`src/shared/tcsdma_defs.svh`:
```
// Register offsets, field positions and reset values of the two-channel DMA
`ifndef TCSDMA_DEFS_SVH
`define TCSDMA_DEFS_SVH
// Register byte offsets (printed offsets are not all multiples of 4 -> index*4)
`define TCSDMA_CAUSE0_IDX 12'h3b8
`define TCSDMA_CAUSE1_IDX 12'h3ba
`define TCSDMA_CAUSE0_ADDR 14'h0ee0
`define TCSDMA_CAUSE1_ADDR 14'h0ee8
`define TCSDMA_CTRL0_ADDR 14'h0f00
`define TCSDMA_CTRL1_ADDR 14'h0f04
`define TCSDMA_SRC0_ADDR 14'h0f08
`define TCSDMA_SRC1_ADDR 14'h0f0c
`define TCSDMA_DST0_ADDR 14'h0f10
`define TCSDMA_DST1_ADDR 14'h0f14
`define TCSDMA_RLD0_ADDR 14'h0f18
`define TCSDMA_RLD1_ADDR 14'h0f1c
`define TCSDMA_CNT0_ADDR 14'h0f20
`define TCSDMA_CNT1_ADDR 14'h0f24
// Cause register fields
`define TCSDMA_SEL_LSB 0
`define TCSDMA_SEL_MSB 3
`define TCSDMA_EXT_BIT 6
`define TCSDMA_SOFT_BIT 7
`define TCSDMA_SOFT_CODE 4'h1
// Control register fields
`define TCSDMA_UNIT_BIT 0
`define TCSDMA_RPT_BIT 1
`define TCSDMA_PEND_BIT 2
`define TCSDMA_EN_BIT 3
`define TCSDMA_SSTEP_BIT 4
`define TCSDMA_DSTEP_BIT 5
// Reset values and widths
`define TCSDMA_RST_BYTE 8'h00
`define TCSDMA_RST_ADDR 20'h00000
`define TCSDMA_RST_CNT 16'h0000
`define TCSDMA_CNT_ZERO 16'h0000
`define TCSDMA_WORD_STEP 20'h00002
`define TCSDMA_BYTE_STEP 20'h00001
`endif

```
`src/shared/tcsdma_pkg.sv`:
```
// Types shared by the two-channel cycle-steal DMA
package tcsdma_pkg;
    // Phases of one stolen transfer
    typedef enum logic [1:0] {
        TCSDMA_IDLE,
        TCSDMA_READ,
        TCSDMA_WRITE
    } tcsdma_phase_type;

    // Per-channel configuration and live state
    typedef struct packed {
        logic [7:0] cause;
        logic unit_size_select;
        logic repeat_mode_select;
        logic request_pending_bit;
        logic channel_enable;
        logic source_step_select;
        logic dest_step_select;
        logic fresh;
        logic [19:0] src;
        logic [19:0] dst;
        logic [15:0] reload;
        logic [15:0] count;
        logic [19:0] fwd;
    } tcsdma_chan_type;

    // Shared system bus request toward memory
    typedef struct packed {
        logic req;
        logic wr;
        logic [19:0] addr;
        logic [15:0] wdata;
        logic byte_mode;
    } tcsdma_sbus_type;

    // Whole state of the controller
    typedef struct packed {
        tcsdma_chan_type [1:0] ch;
        tcsdma_phase_type phase;
        logic chan;
        logic [15:0] data;
        logic [1:0] irq;
        logic [31:0] prdata;
        logic pready;
        logic pslverr;
    } tcsdma_state_type;
endpackage

```
`src/verilog/tcsdma_core.sv`:
```
// Two-channel cycle-steal DMA controller with APB register access
`timescale 1ns/1ps
`include "tcsdma_defs.svh"
module tcsdma_core
    import tcsdma_pkg::*;
(
    // Clock and reset
    input wire logic ref_clk_in,
    input wire logic reset_n_in,
    // APB slave
    input wire logic psel_in,
    input wire logic penable_in,
    input wire logic pwrite_in,
    input wire logic [13:0] paddr_in,
    input wire logic [31:0] pwdata_in,
    output logic [31:0] prdata_out,
    output logic pready_out,
    output logic pslverr_out,
    // Peripheral request lines, basic and extended set per channel
    input wire logic [15:0] ch0_basic_in,
    input wire logic [15:0] ch0_ext_in,
    input wire logic [15:0] ch1_basic_in,
    input wire logic [15:0] ch1_ext_in,
    // Shared system bus
    output logic bus_req_out,
    output logic bus_wr_out,
    output logic [19:0] bus_addr_out,
    output logic [15:0] bus_wdata_out,
    output logic bus_byte_out,
    input wire logic bus_grant_in,
    input wire logic bus_done_in,
    input wire logic [15:0] bus_rdata_in,
    // Channel interrupt requests
    output logic [1:0] dma_irq_out
);

    // ------------------------------------------------------------------
    // Source synchronisers
    // ------------------------------------------------------------------
    logic [63:0] src_meta;
    logic [63:0] src_sync;
    logic [63:0] src_prev;

    // Two flops before any use; previous copy for edge detection
    always_ff @(posedge ref_clk_in or negedge reset_n_in) begin
        if (!reset_n_in) begin
            src_meta <= 64'h0;
            src_sync <= 64'h0;
            src_prev <= 64'h0;
        end else begin
            src_meta <= {ch1_ext_in, ch1_basic_in, ch0_ext_in, ch0_basic_in};
            src_sync <= src_meta;
            src_prev <= src_sync;
        end
    end

    // Rising edge on any request line is one event; interrupt masks never
    // reach this logic, and nothing here writes back to a source flag
    logic [63:0] src_evt;
    assign src_evt = src_sync & ~src_prev;

    // ------------------------------------------------------------------
    // State
    // ------------------------------------------------------------------
    tcsdma_state_type st;
    tcsdma_state_type next_st;
    tcsdma_sbus_type sbus;

    logic apb_wr;
    logic apb_rd;
    // Writes land on the edge where the master sees pready high, so a
    // soft request is taken once and cannot re-arm after its own grant
    assign apb_wr = psel_in && penable_in && pwrite_in && st.pready;
    assign apb_rd = psel_in && penable_in && !pwrite_in;

    // Selected request per channel
    logic [1:0] sel_evt;
    logic [1:0] soft_evt;
    logic [1:0] wr_cause;
    logic [1:0] wr_ctrl;

    genvar gi;
    generate
        for (gi = 0; gi < 2; gi++) begin : g_req
            logic [3:0] code;
            logic ext;
            assign code = st.ch[gi].cause[`TCSDMA_SEL_MSB:`TCSDMA_SEL_LSB];
            assign ext = st.ch[gi].cause[`TCSDMA_EXT_BIT];
            // Extended or basic table; codes without a source read low
            assign sel_evt[gi] = ext ? src_evt[32*gi+16+code]
                                     : src_evt[32*gi+code];
            assign wr_cause[gi] = apb_wr && paddr_in ==
                (gi == 0 ? `TCSDMA_CAUSE0_ADDR : `TCSDMA_CAUSE1_ADDR);
            assign wr_ctrl[gi] = apb_wr && paddr_in ==
                (gi == 0 ? `TCSDMA_CTRL0_ADDR : `TCSDMA_CTRL1_ADDR);
            // Soft bit counts only with basic set and code 0001b
            assign soft_evt[gi] = wr_cause[gi] && pwdata_in[`TCSDMA_SOFT_BIT]
                && !pwdata_in[`TCSDMA_EXT_BIT]
                && pwdata_in[`TCSDMA_SEL_MSB:`TCSDMA_SEL_LSB] == `TCSDMA_SOFT_CODE;
        end
    endgenerate

    // Channel 0 wins when both wait
    logic [1:0] ready_ch;
    logic grant_any;
    logic grant_ch;
    assign ready_ch[0] = st.ch[0].request_pending_bit && st.ch[0].channel_enable;
    assign ready_ch[1] = st.ch[1].request_pending_bit && st.ch[1].channel_enable;
    assign grant_any = st.phase == TCSDMA_IDLE && |ready_ch;
    assign grant_ch = !ready_ch[0];

    // Read mux
    function automatic logic [31:0] read_reg(input tcsdma_state_type s,
                                             input logic [13:0] a);
        logic [31:0] r;
        r = 32'h0;
        case (a)
            // Soft bit reads zero, b5-b4 are never stored
            `TCSDMA_CAUSE0_ADDR: r = {24'h0, 1'b0, s.ch[0].cause[`TCSDMA_EXT_BIT], 2'b00,
                s.ch[0].cause[`TCSDMA_SEL_MSB:`TCSDMA_SEL_LSB]};
            `TCSDMA_CAUSE1_ADDR: r = {24'h0, 1'b0, s.ch[1].cause[`TCSDMA_EXT_BIT], 2'b00,
                s.ch[1].cause[`TCSDMA_SEL_MSB:`TCSDMA_SEL_LSB]};
            `TCSDMA_CTRL0_ADDR: r = {26'h0, s.ch[0].dest_step_select,
                s.ch[0].source_step_select, s.ch[0].channel_enable,
                s.ch[0].request_pending_bit, s.ch[0].repeat_mode_select,
                s.ch[0].unit_size_select};
            `TCSDMA_CTRL1_ADDR: r = {26'h0, s.ch[1].dest_step_select,
                s.ch[1].source_step_select, s.ch[1].channel_enable,
                s.ch[1].request_pending_bit, s.ch[1].repeat_mode_select,
                s.ch[1].unit_size_select};
            `TCSDMA_SRC0_ADDR: r = {12'h0, s.ch[0].source_step_select ? s.ch[0].fwd
                                                                  : s.ch[0].src};
            `TCSDMA_SRC1_ADDR: r = {12'h0, s.ch[1].source_step_select ? s.ch[1].fwd
                                                                  : s.ch[1].src};
            `TCSDMA_DST0_ADDR: r = {12'h0, s.ch[0].dest_step_select ? s.ch[0].fwd
                                                                : s.ch[0].dst};
            `TCSDMA_DST1_ADDR: r = {12'h0, s.ch[1].dest_step_select ? s.ch[1].fwd
                                                                : s.ch[1].dst};
            `TCSDMA_RLD0_ADDR: r = {16'h0, s.ch[0].reload};
            `TCSDMA_RLD1_ADDR: r = {16'h0, s.ch[1].reload};
            `TCSDMA_CNT0_ADDR: r = {16'h0, s.ch[0].count};
            `TCSDMA_CNT1_ADDR: r = {16'h0, s.ch[1].count};
            default: r = 32'h0;
        endcase
        return r;
    endfunction

    function automatic logic mapped(input logic [13:0] a);
        logic m;
        m = 1'b0;
        case (a)
            `TCSDMA_CAUSE0_ADDR, `TCSDMA_CAUSE1_ADDR, `TCSDMA_CTRL0_ADDR,
            `TCSDMA_CTRL1_ADDR, `TCSDMA_SRC0_ADDR, `TCSDMA_SRC1_ADDR,
            `TCSDMA_DST0_ADDR, `TCSDMA_DST1_ADDR, `TCSDMA_RLD0_ADDR,
            `TCSDMA_RLD1_ADDR, `TCSDMA_CNT0_ADDR, `TCSDMA_CNT1_ADDR: m = 1'b1;
            default: m = 1'b0;
        endcase
        return m;
    endfunction

    // ------------------------------------------------------------------
    // Next-state logic
    // ------------------------------------------------------------------
    always_comb begin
        logic c;
        logic [19:0] step;
        logic under;
        c = st.chan;
        step = `TCSDMA_WORD_STEP;
        under = 1'b0;
        next_st = st;
        next_st.irq = 2'b00;
        next_st.pready = 1'b0;
        next_st.pslverr = 1'b0;

        // APB answers one cycle after the access phase begins
        if (psel_in && penable_in && !st.pready) begin
            next_st.pready = 1'b1;
            next_st.pslverr = !mapped(paddr_in);
            next_st.prdata = apb_rd ? read_reg(st, paddr_in) : 32'h0;
        end

        for (int i = 0; i < 2; i++) begin
            if (wr_cause[i]) begin
                next_st.ch[i].cause = {2'b00, 2'b00,
                    pwdata_in[`TCSDMA_SEL_MSB:`TCSDMA_SEL_LSB]} |
                    ({7'h0, pwdata_in[`TCSDMA_EXT_BIT]} << `TCSDMA_EXT_BIT);
            end
            if (wr_ctrl[i]) begin
                next_st.ch[i].unit_size_select = pwdata_in[`TCSDMA_UNIT_BIT];
                next_st.ch[i].repeat_mode_select = pwdata_in[`TCSDMA_RPT_BIT];
                next_st.ch[i].channel_enable = pwdata_in[`TCSDMA_EN_BIT];
                next_st.ch[i].source_step_select = pwdata_in[`TCSDMA_SSTEP_BIT];
                next_st.ch[i].dest_step_select = pwdata_in[`TCSDMA_DSTEP_BIT];
                // Writing 1 to enable re-arms the reload on next transfer
                next_st.ch[i].fresh = pwdata_in[`TCSDMA_EN_BIT];
                // Pending may be cleared by a control write, never set by one
                if (!pwdata_in[`TCSDMA_PEND_BIT]) begin
                    next_st.ch[i].request_pending_bit = 1'b0;
                end
            end
            if (apb_wr) begin
                if (paddr_in == (i == 0 ? `TCSDMA_SRC0_ADDR : `TCSDMA_SRC1_ADDR)) begin
                    next_st.ch[i].src = pwdata_in[19:0];
                end
                if (paddr_in == (i == 0 ? `TCSDMA_DST0_ADDR : `TCSDMA_DST1_ADDR)) begin
                    next_st.ch[i].dst = pwdata_in[19:0];
                end
                if (paddr_in == (i == 0 ? `TCSDMA_RLD0_ADDR : `TCSDMA_RLD1_ADDR)) begin
                    next_st.ch[i].reload = pwdata_in[15:0];
                end
            end
            // Grant clears the latch; new event wins over the clear; extra
            // events during a transfer merge into the one latch
            if (grant_any && grant_ch == i[0]) begin
                next_st.ch[i].request_pending_bit = 1'b0;
            end
            if (sel_evt[i] || soft_evt[i]) begin
                next_st.ch[i].request_pending_bit = 1'b1;
            end
        end

        case (st.phase)
            TCSDMA_IDLE: begin
                if (grant_any) begin
                    next_st.chan = grant_ch;
                    next_st.phase = TCSDMA_READ;
                    if (st.ch[grant_ch].fresh) begin
                        next_st.ch[grant_ch].fresh = 1'b0;
                        next_st.ch[grant_ch].count = st.ch[grant_ch].reload;
                        next_st.ch[grant_ch].fwd = st.ch[grant_ch].source_step_select
                            ? st.ch[grant_ch].src : st.ch[grant_ch].dst;
                    end
                end
            end
            TCSDMA_READ: begin
                if (bus_done_in) begin
                    next_st.data = bus_rdata_in;
                    next_st.phase = TCSDMA_WRITE;
                end
            end
            TCSDMA_WRITE: begin
                if (bus_done_in) begin
                    next_st.phase = TCSDMA_IDLE;
                    step = st.ch[c].unit_size_select ? `TCSDMA_BYTE_STEP
                                                     : `TCSDMA_WORD_STEP;
                    next_st.ch[c].fwd = st.ch[c].fwd + step;
                    under = st.ch[c].count == `TCSDMA_CNT_ZERO;
                    next_st.ch[c].count = st.ch[c].count - 16'h0001;
                    if (under) begin
                        next_st.irq[c] = 1'b1;
                        if (st.ch[c].repeat_mode_select) begin
                            next_st.ch[c].count = st.ch[c].reload;
                        end else begin
                            next_st.ch[c].channel_enable = 1'b0;
                        end
                    end
                end
            end
            default: next_st.phase = TCSDMA_IDLE;
        endcase
    end

    // State register
    always_ff @(posedge ref_clk_in or negedge reset_n_in) begin
        if (!reset_n_in) begin
            st <= '0;
        end else begin
            st <= next_st;
        end
    end

    // ------------------------------------------------------------------
    // Bus request toward the shared bus
    // ------------------------------------------------------------------
    // The arbiter outside gives this request priority over the CPU
    always_comb begin
        sbus.req = st.phase != TCSDMA_IDLE;
        sbus.wr = st.phase == TCSDMA_WRITE;
        sbus.byte_mode = st.ch[st.chan].unit_size_select;
        sbus.wdata = st.data;
        if (st.phase == TCSDMA_READ) begin
            sbus.addr = st.ch[st.chan].source_step_select ? st.ch[st.chan].fwd
                                                          : st.ch[st.chan].src;
        end else begin
            sbus.addr = st.ch[st.chan].dest_step_select ? st.ch[st.chan].fwd
                                                        : st.ch[st.chan].dst;
        end
    end

    assign bus_req_out = sbus.req;
    assign bus_wr_out = sbus.wr;
    assign bus_addr_out = sbus.addr;
    assign bus_wdata_out = sbus.wdata;
    assign bus_byte_out = sbus.byte_mode;
    assign prdata_out = st.prdata;
    assign pready_out = st.pready;
    assign pslverr_out = st.pslverr;
    assign dma_irq_out = st.irq;

    // ------------------------------------------------------------------
    // Checks
    // ------------------------------------------------------------------
    chk_disabled_no_start: assert property (@(posedge ref_clk_in) disable iff (!reset_n_in)
        (st.phase == TCSDMA_IDLE && next_st.phase == TCSDMA_READ)
        |-> st.ch[next_st.chan].channel_enable)
        else $error("transfer started on disabled channel");
    chk_ch0_first: assert property (@(posedge ref_clk_in) disable iff (!reset_n_in)
        (grant_any && ready_ch[0]) |=> (st.chan == 1'b0))
        else $error("channel 1 served ahead of channel 0");
    chk_irq_underflow: assert property (@(posedge ref_clk_in) disable iff (!reset_n_in)
        (st.phase == TCSDMA_WRITE && bus_done_in && st.ch[st.chan].count == 16'h0000)
        |=> dma_irq_out[$past(st.chan)])
        else $error("no interrupt at underflow");
    chk_single_stop: assert property (@(posedge ref_clk_in) disable iff (!reset_n_in)
        (st.phase == TCSDMA_WRITE && bus_done_in && st.ch[st.chan].count == 16'h0000
         && !st.ch[st.chan].repeat_mode_select && !wr_ctrl[st.chan])
        |=> !st.ch[$past(st.chan)].channel_enable)
        else $error("single mode kept running after underflow");
    chk_repeat_reload: assert property (@(posedge ref_clk_in) disable iff (!reset_n_in)
        (st.phase == TCSDMA_WRITE && bus_done_in && st.ch[st.chan].count == 16'h0000
         && st.ch[st.chan].repeat_mode_select && !apb_wr)
        |=> st.ch[$past(st.chan)].count == st.ch[$past(st.chan)].reload)
        else $error("repeat mode did not reload");
    chk_one_unit: assert property (@(posedge ref_clk_in) disable iff (!reset_n_in)
        (st.phase == TCSDMA_READ && bus_done_in) |=> st.phase == TCSDMA_WRITE)
        else $error("read not followed by one write");
    chk_soft_bit_zero: assert property (@(posedge ref_clk_in) disable iff (!reset_n_in)
        (apb_rd && !st.pready && paddr_in == `TCSDMA_CAUSE0_ADDR)
        |=> prdata_out[7] == 1'b0 && prdata_out[5:4] == 2'b00)
        else $error("cause register upper bits not zero");
    chk_grant_clears: assert property (@(posedge ref_clk_in) disable iff (!reset_n_in)
        (grant_any && !grant_ch && !sel_evt[0] && !soft_evt[0])
        |=> !st.ch[0].request_pending_bit)
        else $error("pending latch kept after grant");
    // A stolen cycle hands the bus back after one unit
    chk_steal_release: assert property (@(posedge ref_clk_in) disable iff (!reset_n_in)
        (st.phase == TCSDMA_WRITE && bus_done_in) |=> !bus_req_out)
        else $error("bus held past one unit");
    // Interrupt pulses come only from an underflowing write
    chk_irq_cause: assert property (@(posedge ref_clk_in) disable iff (!reset_n_in)
        dma_irq_out[0] |-> $past(st.phase == TCSDMA_WRITE && bus_done_in && !st.chan
        && st.ch[0].count == `TCSDMA_CNT_ZERO))
        else $error("interrupt without underflow");
    // First grant after enable takes the counter from reload
    chk_start_reload: assert property (@(posedge ref_clk_in) disable iff (!reset_n_in)
        (grant_any && !grant_ch && st.ch[0].fresh && !apb_wr)
        |=> st.ch[0].count == st.ch[0].reload)
        else $error("counter not loaded at first transfer");
    // Soft bit with extended causes selected raises no request
    chk_soft_code: assert property (@(posedge ref_clk_in) disable iff (!reset_n_in)
        (wr_cause[0] && pwdata_in[`TCSDMA_EXT_BIT] && !sel_evt[0]
         && !st.ch[0].request_pending_bit) |=> !st.ch[0].request_pending_bit)
        else $error("soft request taken with extended causes");

endmodule // tcsdma_core

```
`config.mk`:
```
export PLATFORM = sky130hd
export DESIGN_NAME = tcsdma_core
export DESIGN_NICKNAME = d
export VERILOG_FILES = /design/src/shared/tcsdma_pkg.sv /design/src/verilog/tcsdma_core.sv
export VERILOG_INCLUDE_DIRS = /design/src /design/src/shared
export SDC_FILE = /design/constraint.sdc
export NUM_CORES = 1
export LEC_CHECK = 0
export BUFFER_PORTS_ARGS = -buffer_cell sky130_fd_sc_hd__buf_2
export CORE_ASPECT_RATIO = 0.6
export CORE_UTILIZATION = 50
export DETAILED_ROUTE_END_ITERATION = 8
export PLACE_DENSITY = 0.72
export SKIP_LAST_GASP = 1
export SLEW_MARGIN = 10
export SYNTH_ARGS = -nofsm -noshare
export SYNTH_HDL_FRONTEND = slang
export SYNTH_SLANG_ARGS = --single-unit
```
`constraint.sdc`:
```
create_clock -name ref_clk_in -period 4.02 [get_ports ref_clk_in]
set_input_delay 0.201 -clock ref_clk_in [delete_from_list [all_inputs] [get_ports ref_clk_in]]
set_output_delay 0.201 -clock ref_clk_in [all_outputs]
set_load 0.03 [all_outputs]
```
Yosys cells after proc, flatten, opt, wreduce, memory -nomap -nowiden
Cells that the tools add are included.
{ "word_totals": {"reg_bits": 461, "output_inout_bits": 75} }
{ "classes": {"add_sub_neg": 5, "magnitude_cmp": 8, "eq_ne": 19, "muxes": 78, "bitwise_logic": 3, "n_reduce_logical": 39} }
{ "ops": {"columns": ["operator", "n"], "rows": [
  ["$bwmux W214", 7],
  ["$demux W107 S1", 6],
  ["$mux W214", 3],
  ["$pmux W214 S2", 1],
  ["$mux W20", 15],
  ["$pmux W20 S12", 1],
  ["$mux W217", 1],
  ["$mux W216", 1],
  ["$mux W99", 2],
  ["$mux W95", 2],
  ["$eq A14 B12 Y1 const B", 12],
  ["$mux W56", 2],
  ["$mux W96", 1],
  ["$mux W93", 1],
  ["$mux W36", 2],
  ["$and A64 B64 Y64", 1],
  ["$not A64 Y64", 1],
  ["$mux W16", 2],
  ["$logic_and A1 B1 Y1", 22],
  ["$add A20 B2 Y20", 1],
  ["$bmux W1 S6", 3],
  ["$logic_not A16 Y1", 1],
  ["$mux W8", 2],
  ["$sub A16 B1 Y16 const B", 1],
  ["other kinds (28)", 61]
]} }

Depth between registers and ports, before layout
{ "logic_depth": {"depth_word": 16, "depth_mapped": 17, "depth_no_buf": 10} }

Worst setup path after synthesis
No wires, ideal clock.
{ "synth_timing": {"path_type": "reg2reg", "start": "register st[52] (netlist bit)", "end": "register st[73] (netlist bit)", "t_arrival_ns": 4.106, "t_required_ns": 3.951, "path_slack_ns": -0.155, "stages_incl_launch_ff": 18, "n_path_buf": 7, "path_cell_list": "dfrtp_1 > buf_2 > buf_2 > buf_2 > buf_2 > buf_2 > buf_1 > mux2i_1 > inv_1 > ha_1 > inv_1 > fa_1 > a221oi_1 > and3_1 > buf_2 > nand2_1 > or4_1 > nand3_1"} }
{ "synth_via": {"elab_chain_len": 11} }
{ "synth_lines": {"columns": ["item", "line_no", "rtl"], "rows": [
  ["start, declared", "tcsdma_core.sv:65", "tcsdma_state_type st;"],
  ["start signal, assigned", "tcsdma_core.sv:269", "st <= next_st;"],
  ["$mux W99 (*) (2 in series)", null, null],
  ["net bus_byte_out", "tcsdma_core.sv:29", "output logic bus_byte_out,"],
  ["$mux W2 (no source line) (*)", null, null],
  ["$add A20 B2 Y20 (*)", "tcsdma_core.sv:247", "next_st.ch[c].fwd = st.ch[c].fwd + step;"],
  ["$bwmux W214 (*)", "tcsdma_core.sv:247", null],
  ["$bwmux W214 (*)", "tcsdma_core.sv:249", "next_st.ch[c].count = st.ch[c].count - 16'h0001;"],
  ["$bwmux W214 (on tied branches)", "tcsdma_core.sv:255, tcsdma_core.sv:253", null],
  ["$mux W214", "tcsdma_core.sv:252", "if (st.ch[c].repeat_mode_select) begin"],
  ["$mux W214 (*)", "tcsdma_core.sv:250", "if (under) begin"],
  ["$mux W216 (*)", "tcsdma_core.sv:243", "if (bus_done_in) begin"],
  ["$pmux W214 S2 (*)", "tcsdma_core.sv:223", "case (st.phase)"]
]} }
Mark *: on every way through the listed nets, which the timed path passes. The rest lies on a longest branch. The select of a mux whose other input is x is not followed.
A chain may end at the register's enable or synchronous reset.

Worst setup path in the final report
{ "layout_timing": {"start": "register st[52] (netlist bit)", "end": "output bus_addr_out[2]"} }
{ "layout_via": {"elab_chain_len": 4} }
{ "layout_lines": {"columns": ["item", "line_no", "rtl"], "rows": [
  ["$mux W99 (not written as such) (*)", "tcsdma_core.sv:287", ": st.ch[st.chan].dst;"],
  ["$mux W99 (not written as such) (*)", "tcsdma_core.sv:284", ": st.ch[st.chan].src;"],
  ["$mux W20 (on tied branches)", "tcsdma_core.sv:286, tcsdma_core.sv:283", null],
  ["$mux W20 (*)", "tcsdma_core.sv:282", "if (st.phase == TCSDMA_READ) begin"],
  ["end, declared", "tcsdma_core.sv:27", "output logic [19:0] bus_addr_out,"]
]} }
Mark *: on every way between the ends. The rest lies on a longest branch, timed or not. The select of a mux whose other input is x is not followed.

==> metrics.log <==
INFO  metric synthesis.area_per_instance = between 10 and 15 um^2
INFO  metric detail_route.wirelength = roughly 76,000 um
INFO  metric post_cts_buffers = 0
INFO  metric ctsHtreeMaxLevel = 2
INFO  metric run_status = finished, final reports clean
INFO  metric dp_hpwl = 53,800 um
INFO  metric async_reset_ff_frac = 1.00
INFO  metric final_cell_utilization_of_the_core = 0.596
INFO  metric detail_route.iter0.violations = 2,544
INFO  metric fin_skew = 0.0240 ns
INFO  metric tightest_slew = around 1.2 ns
INFO  metric fin_tns_setup = 0 ns
INFO  metric tritoncts.num_buffers = 43
INFO  metric p_seq_frac = 0.491
INFO  metric wl_cell = 27.6 um
INFO  metric layoutNonFillerInstCount = 2,776
INFO  metric syn_inst = 1,952
INFO  metric post-route-period-util = 0.915
INFO  metric cts.sinks = about 440
INFO  metric synth_top_area_share = 0.522
INFO  metric first_pass_iters = 7
INFO  metric maximum_number_of_pins_on_one_net_before_global_route_repair = about 110
INFO  metric grt_antenna_before_repair = 5
INFO  metric postCtsResizedCells = 0
INFO  metric first_pass_grt_wire_length = 113,000 um
INFO  metric required = 3.82 ns
INFO  metric ir_drop = 360 uV
INFO  metric clk_buf_depth = 3
INFO  metric signed_area_change_from_the_synthesized_netlist_to_the_final_layout = 17.3%
INFO  metric final_max_slew_viol_count = 0
INFO  metric drtAntennaViolNets = 0
INFO  metric nets = approximately 2,300
INFO  metric gr-total-overflow = 0
INFO  metric design.core.area = 41,900 um^2
INFO  metric hold_ws = 0.0346 ns
INFO  metric cts_root_buffer = sky130_fd_sc_hd__clkbuf_16
INFO  metric p_comb_frac = 0.121
INFO  metric fmax = 272 MHz
INFO  metric timing.hold.worst.class = in2reg
INFO  metric hold_violations = 0
INFO  metric yosys_most_used_dff = sky130_fd_sc_hd__dfrtp_1
INFO  metric netlist_top_cells_area = sky130_fd_sc_hd__dfrtp_1 (52%), sky130_fd_sc_hd__mux2_2 (10%), sky130_fd_sc_hd__mux2i_1 (4.7%)
INFO  metric grt_pass1_vias = 17,300
INFO  metric synth.distinct_cells = 80
INFO  metric post_cts_hold_buffer_count = 88
INFO  metric pwrdens = 418 nW/um^2
INFO  metric place.detailed.instances = about 2,600
INFO  metric die_area = 43,400 um^2
INFO  metric placement_rows = 58
INFO  metric crit_end_element = primary output
INFO  metric p_int = 0.00742 W
INFO  metric yosysMostFrequentCell = sky130_fd_sc_hd__dfrtp_1
INFO  metric clkTransAtPathRegs = 0.06 ns
INFO  metric initial_standard_cell_utilization_of_the_core = 0.508
INFO  metric grt_usage = 0.355
INFO  metric pin_count = 208
INFO  metric synth-warning-count = 0
INFO  metric crit_fanout = 24
INFO  metric cp_data_arrival_time = ~3.5 ns
INFO  metric cts_tree = done
INFO  metric place_congestion = 1.02
INFO  metric worst_setup_path_start_kind = flip-flop
INFO  metric fp.dieH = 162 um
INFO  metric num_vias = approximately 18,000
INFO  metric synth_edf_count = 0
INFO  metric setup_viol = 0
INFO  metric final_layout_size_suffix_gt1_frac = 0.242
INFO  metric register_area_share_after_synthesis = 0.522
INFO  metric switching_power = 0.00299 W
INFO  metric pwr-share-clk = 0.388
INFO  metric synth_area_leader_cell = sky130_fd_sc_hd__dfrtp_1
INFO  metric rsz0062_at_grt = no
INFO  metric syn-cell-area = 21,300 um^2
INFO  metric yosys_register_bits = 443
INFO  metric via_per_inst = between 6 and 7
INFO  metric route.detailed.drc = 0
INFO  metric worstSkewPairLatency = 0.60 ns
INFO  metric p_leak = around 11 nW
INFO  metric io_buffer_count = roughly 180
INFO  metric die_w = around 270 um
INFO  metric layout_min_cycle_time = 3.68 ns
INFO  metric category_of_the_critical_setup_timing_path = reg2out
INFO  metric post_synth_top_cells = sky130_fd_sc_hd__dfrtp_1 (443), sky130_fd_sc_hd__mux2_2 (193), sky130_fd_sc_hd__nand2_1 (138)
INFO  metric max_slew_margin = 0.199
INFO  metric cap_viol_max_count = 0
INFO  metric power.switching_fraction = 0.287
cell type report:
type | instances | area (um^2)
clock inverter | 13 | 159
sequential | 443 | 11100
fill | 3426 | 16900
tap | 570 | 713
clock buffer | 63 | 1220
multi-input combinational | 1300 | 9200
timing repair buffer | 337 | 2370
antenna | 4 | 10.0
inverter | 46 | 173
metal layers:
layer / vias to the layer above / share of wire / global-route usage / routed length, um
met2: 1276 / 0.40 / 0.464 / 30300
li1: 7583 / - / - / -
met1: 9026 / 0.42 / 0.523 / 31900
met4: 2 / 0.026 / 0.0883 / 1960
met3: 141 / 0.16 / 0.167 / 12300
met5: - / 0.00014 / 0.00676 / 11
per-stage QoR:
step / setup slack [ns] / area [um^2] / power (W)
6_report: 0.340 / 24900 / 0.0104
5_1_grt: 0.275 / 24900 / 0.0108
4_1_cts: 0.508 / 24900 / 0.0104
3_5_place_dp: 0.654 / 22700 / 0.00632
3_3_place_gp: 0.742 / 22700 / 0.00627
2_1_floorplan: 0.0929 / 21300 / 0.00585
state kept, by name, indices dropped and copies added, names as in the netlist, named ones only:
signal	count
pslverr_out	1
prdata_out	20
src_prev	64
dma_irq_out	2
src_sync	64
pready_out	1
g_req.ext	2
g_req.code	8
bus_wdata_out	16
src_meta	64
st	200
worst max-delay path, cell delays in order, from the launching register on:
cell and delay [ns]:
sky130_fd_sc_hd__dfrtp_4 0.64, sky130_fd_sc_hd__buf_4 0.35, sky130_fd_sc_hd__mux2i_1 0.30, sky130_fd_sc_hd__nand2_1 0.10
sky130_fd_sc_hd__nand2_1 0.48, sky130_fd_sc_hd__nor2_1 0.08, sky130_fd_sc_hd__o31ai_1 0.58, sky130_fd_sc_hd__buf_2 0.32
kinds of logic after synthesis:
| group | count (synthesis) | share of synthesized area |
|---|---|---|
| AND/OR/NAND/NOR | 514 | 0.125 |
| AO/OA/AOI/OAI | 465 | 0.146 |
| flip-flops | 443 | 0.522 |
| multiplexers | 295 | 0.151 |
| buffers and inverters | 220 | 0.0490 |
| XOR/XNOR | 10 | 0.00412 |
| adder cells (fa/ha/maj) | 4 | 0.00271 |
| other | 1 | 0.000176 |
placed cells by master, fill, tap and decap left out, types with 30 or more instances in the layout:
master and instances:
sky130_fd_sc_hd__nand2b_1 30, sky130_fd_sc_hd__o21ai_0 119, sky130_fd_sc_hd__o22ai_1 51, sky130_fd_sc_hd__buf_4 62, sky130_fd_sc_hd__a21oi_1 73, sky130_fd_sc_hd__mux2_2 193, sky130_fd_sc_hd__a22oi_1 35, sky130_fd_sc_hd__nand3_1 45
sky130_fd_sc_hd__dfrtp_1 440, sky130_fd_sc_hd__buf_2 181, sky130_fd_sc_hd__nand2_1 138, sky130_fd_sc_hd__nor2_1 109, sky130_fd_sc_hd__inv_1 43, sky130_fd_sc_hd__dlygate4sd3_1 88, sky130_fd_sc_hd__clkbuf_16 43, sky130_fd_sc_hd__mux2i_1 100
power by group through the flow:
| stage | Clock (W) | Sequential [W] | Combinational [W] |
|---|---|---|---|
| floorplan | 0 | 0.00502 | 0.000834 |
| global placement | 0 | 0.00514 | 0.00113 |
| detailed placement | 0 | 0.00516 | 0.00116 |
| CTS | 0.00408 | 0.00508 | 0.00123 |
| global route | 0.00427 | 0.00513 | 0.00135 |
| finish | 0.00404 | 0.00511 | 0.00126 |
worst paths after layout:
| check | slack, ns | endpoint | cells past startpoint | start |
|---|---|---|---|---|
| setup / recovery | 0.34 | bus_addr_out[2] | 7 | st[52] |
| hold / removal | 0.03 | st[227] | 2 | pwdata_in[13] |
| setup reg to reg | 0.51 | st[73] | 10 | st[52] |
| hold reg to reg | 0.35 | src_sync[1] | 0 | src_meta[1] |
| max in group asynchronous | 2.76 | st[77] | 3 | reset_n_in |
| min in group asynchronous | 0.25 | src_meta[50] | 2 | reset_n_in |
Note: power is estimated with default switching activity, not from simulation.
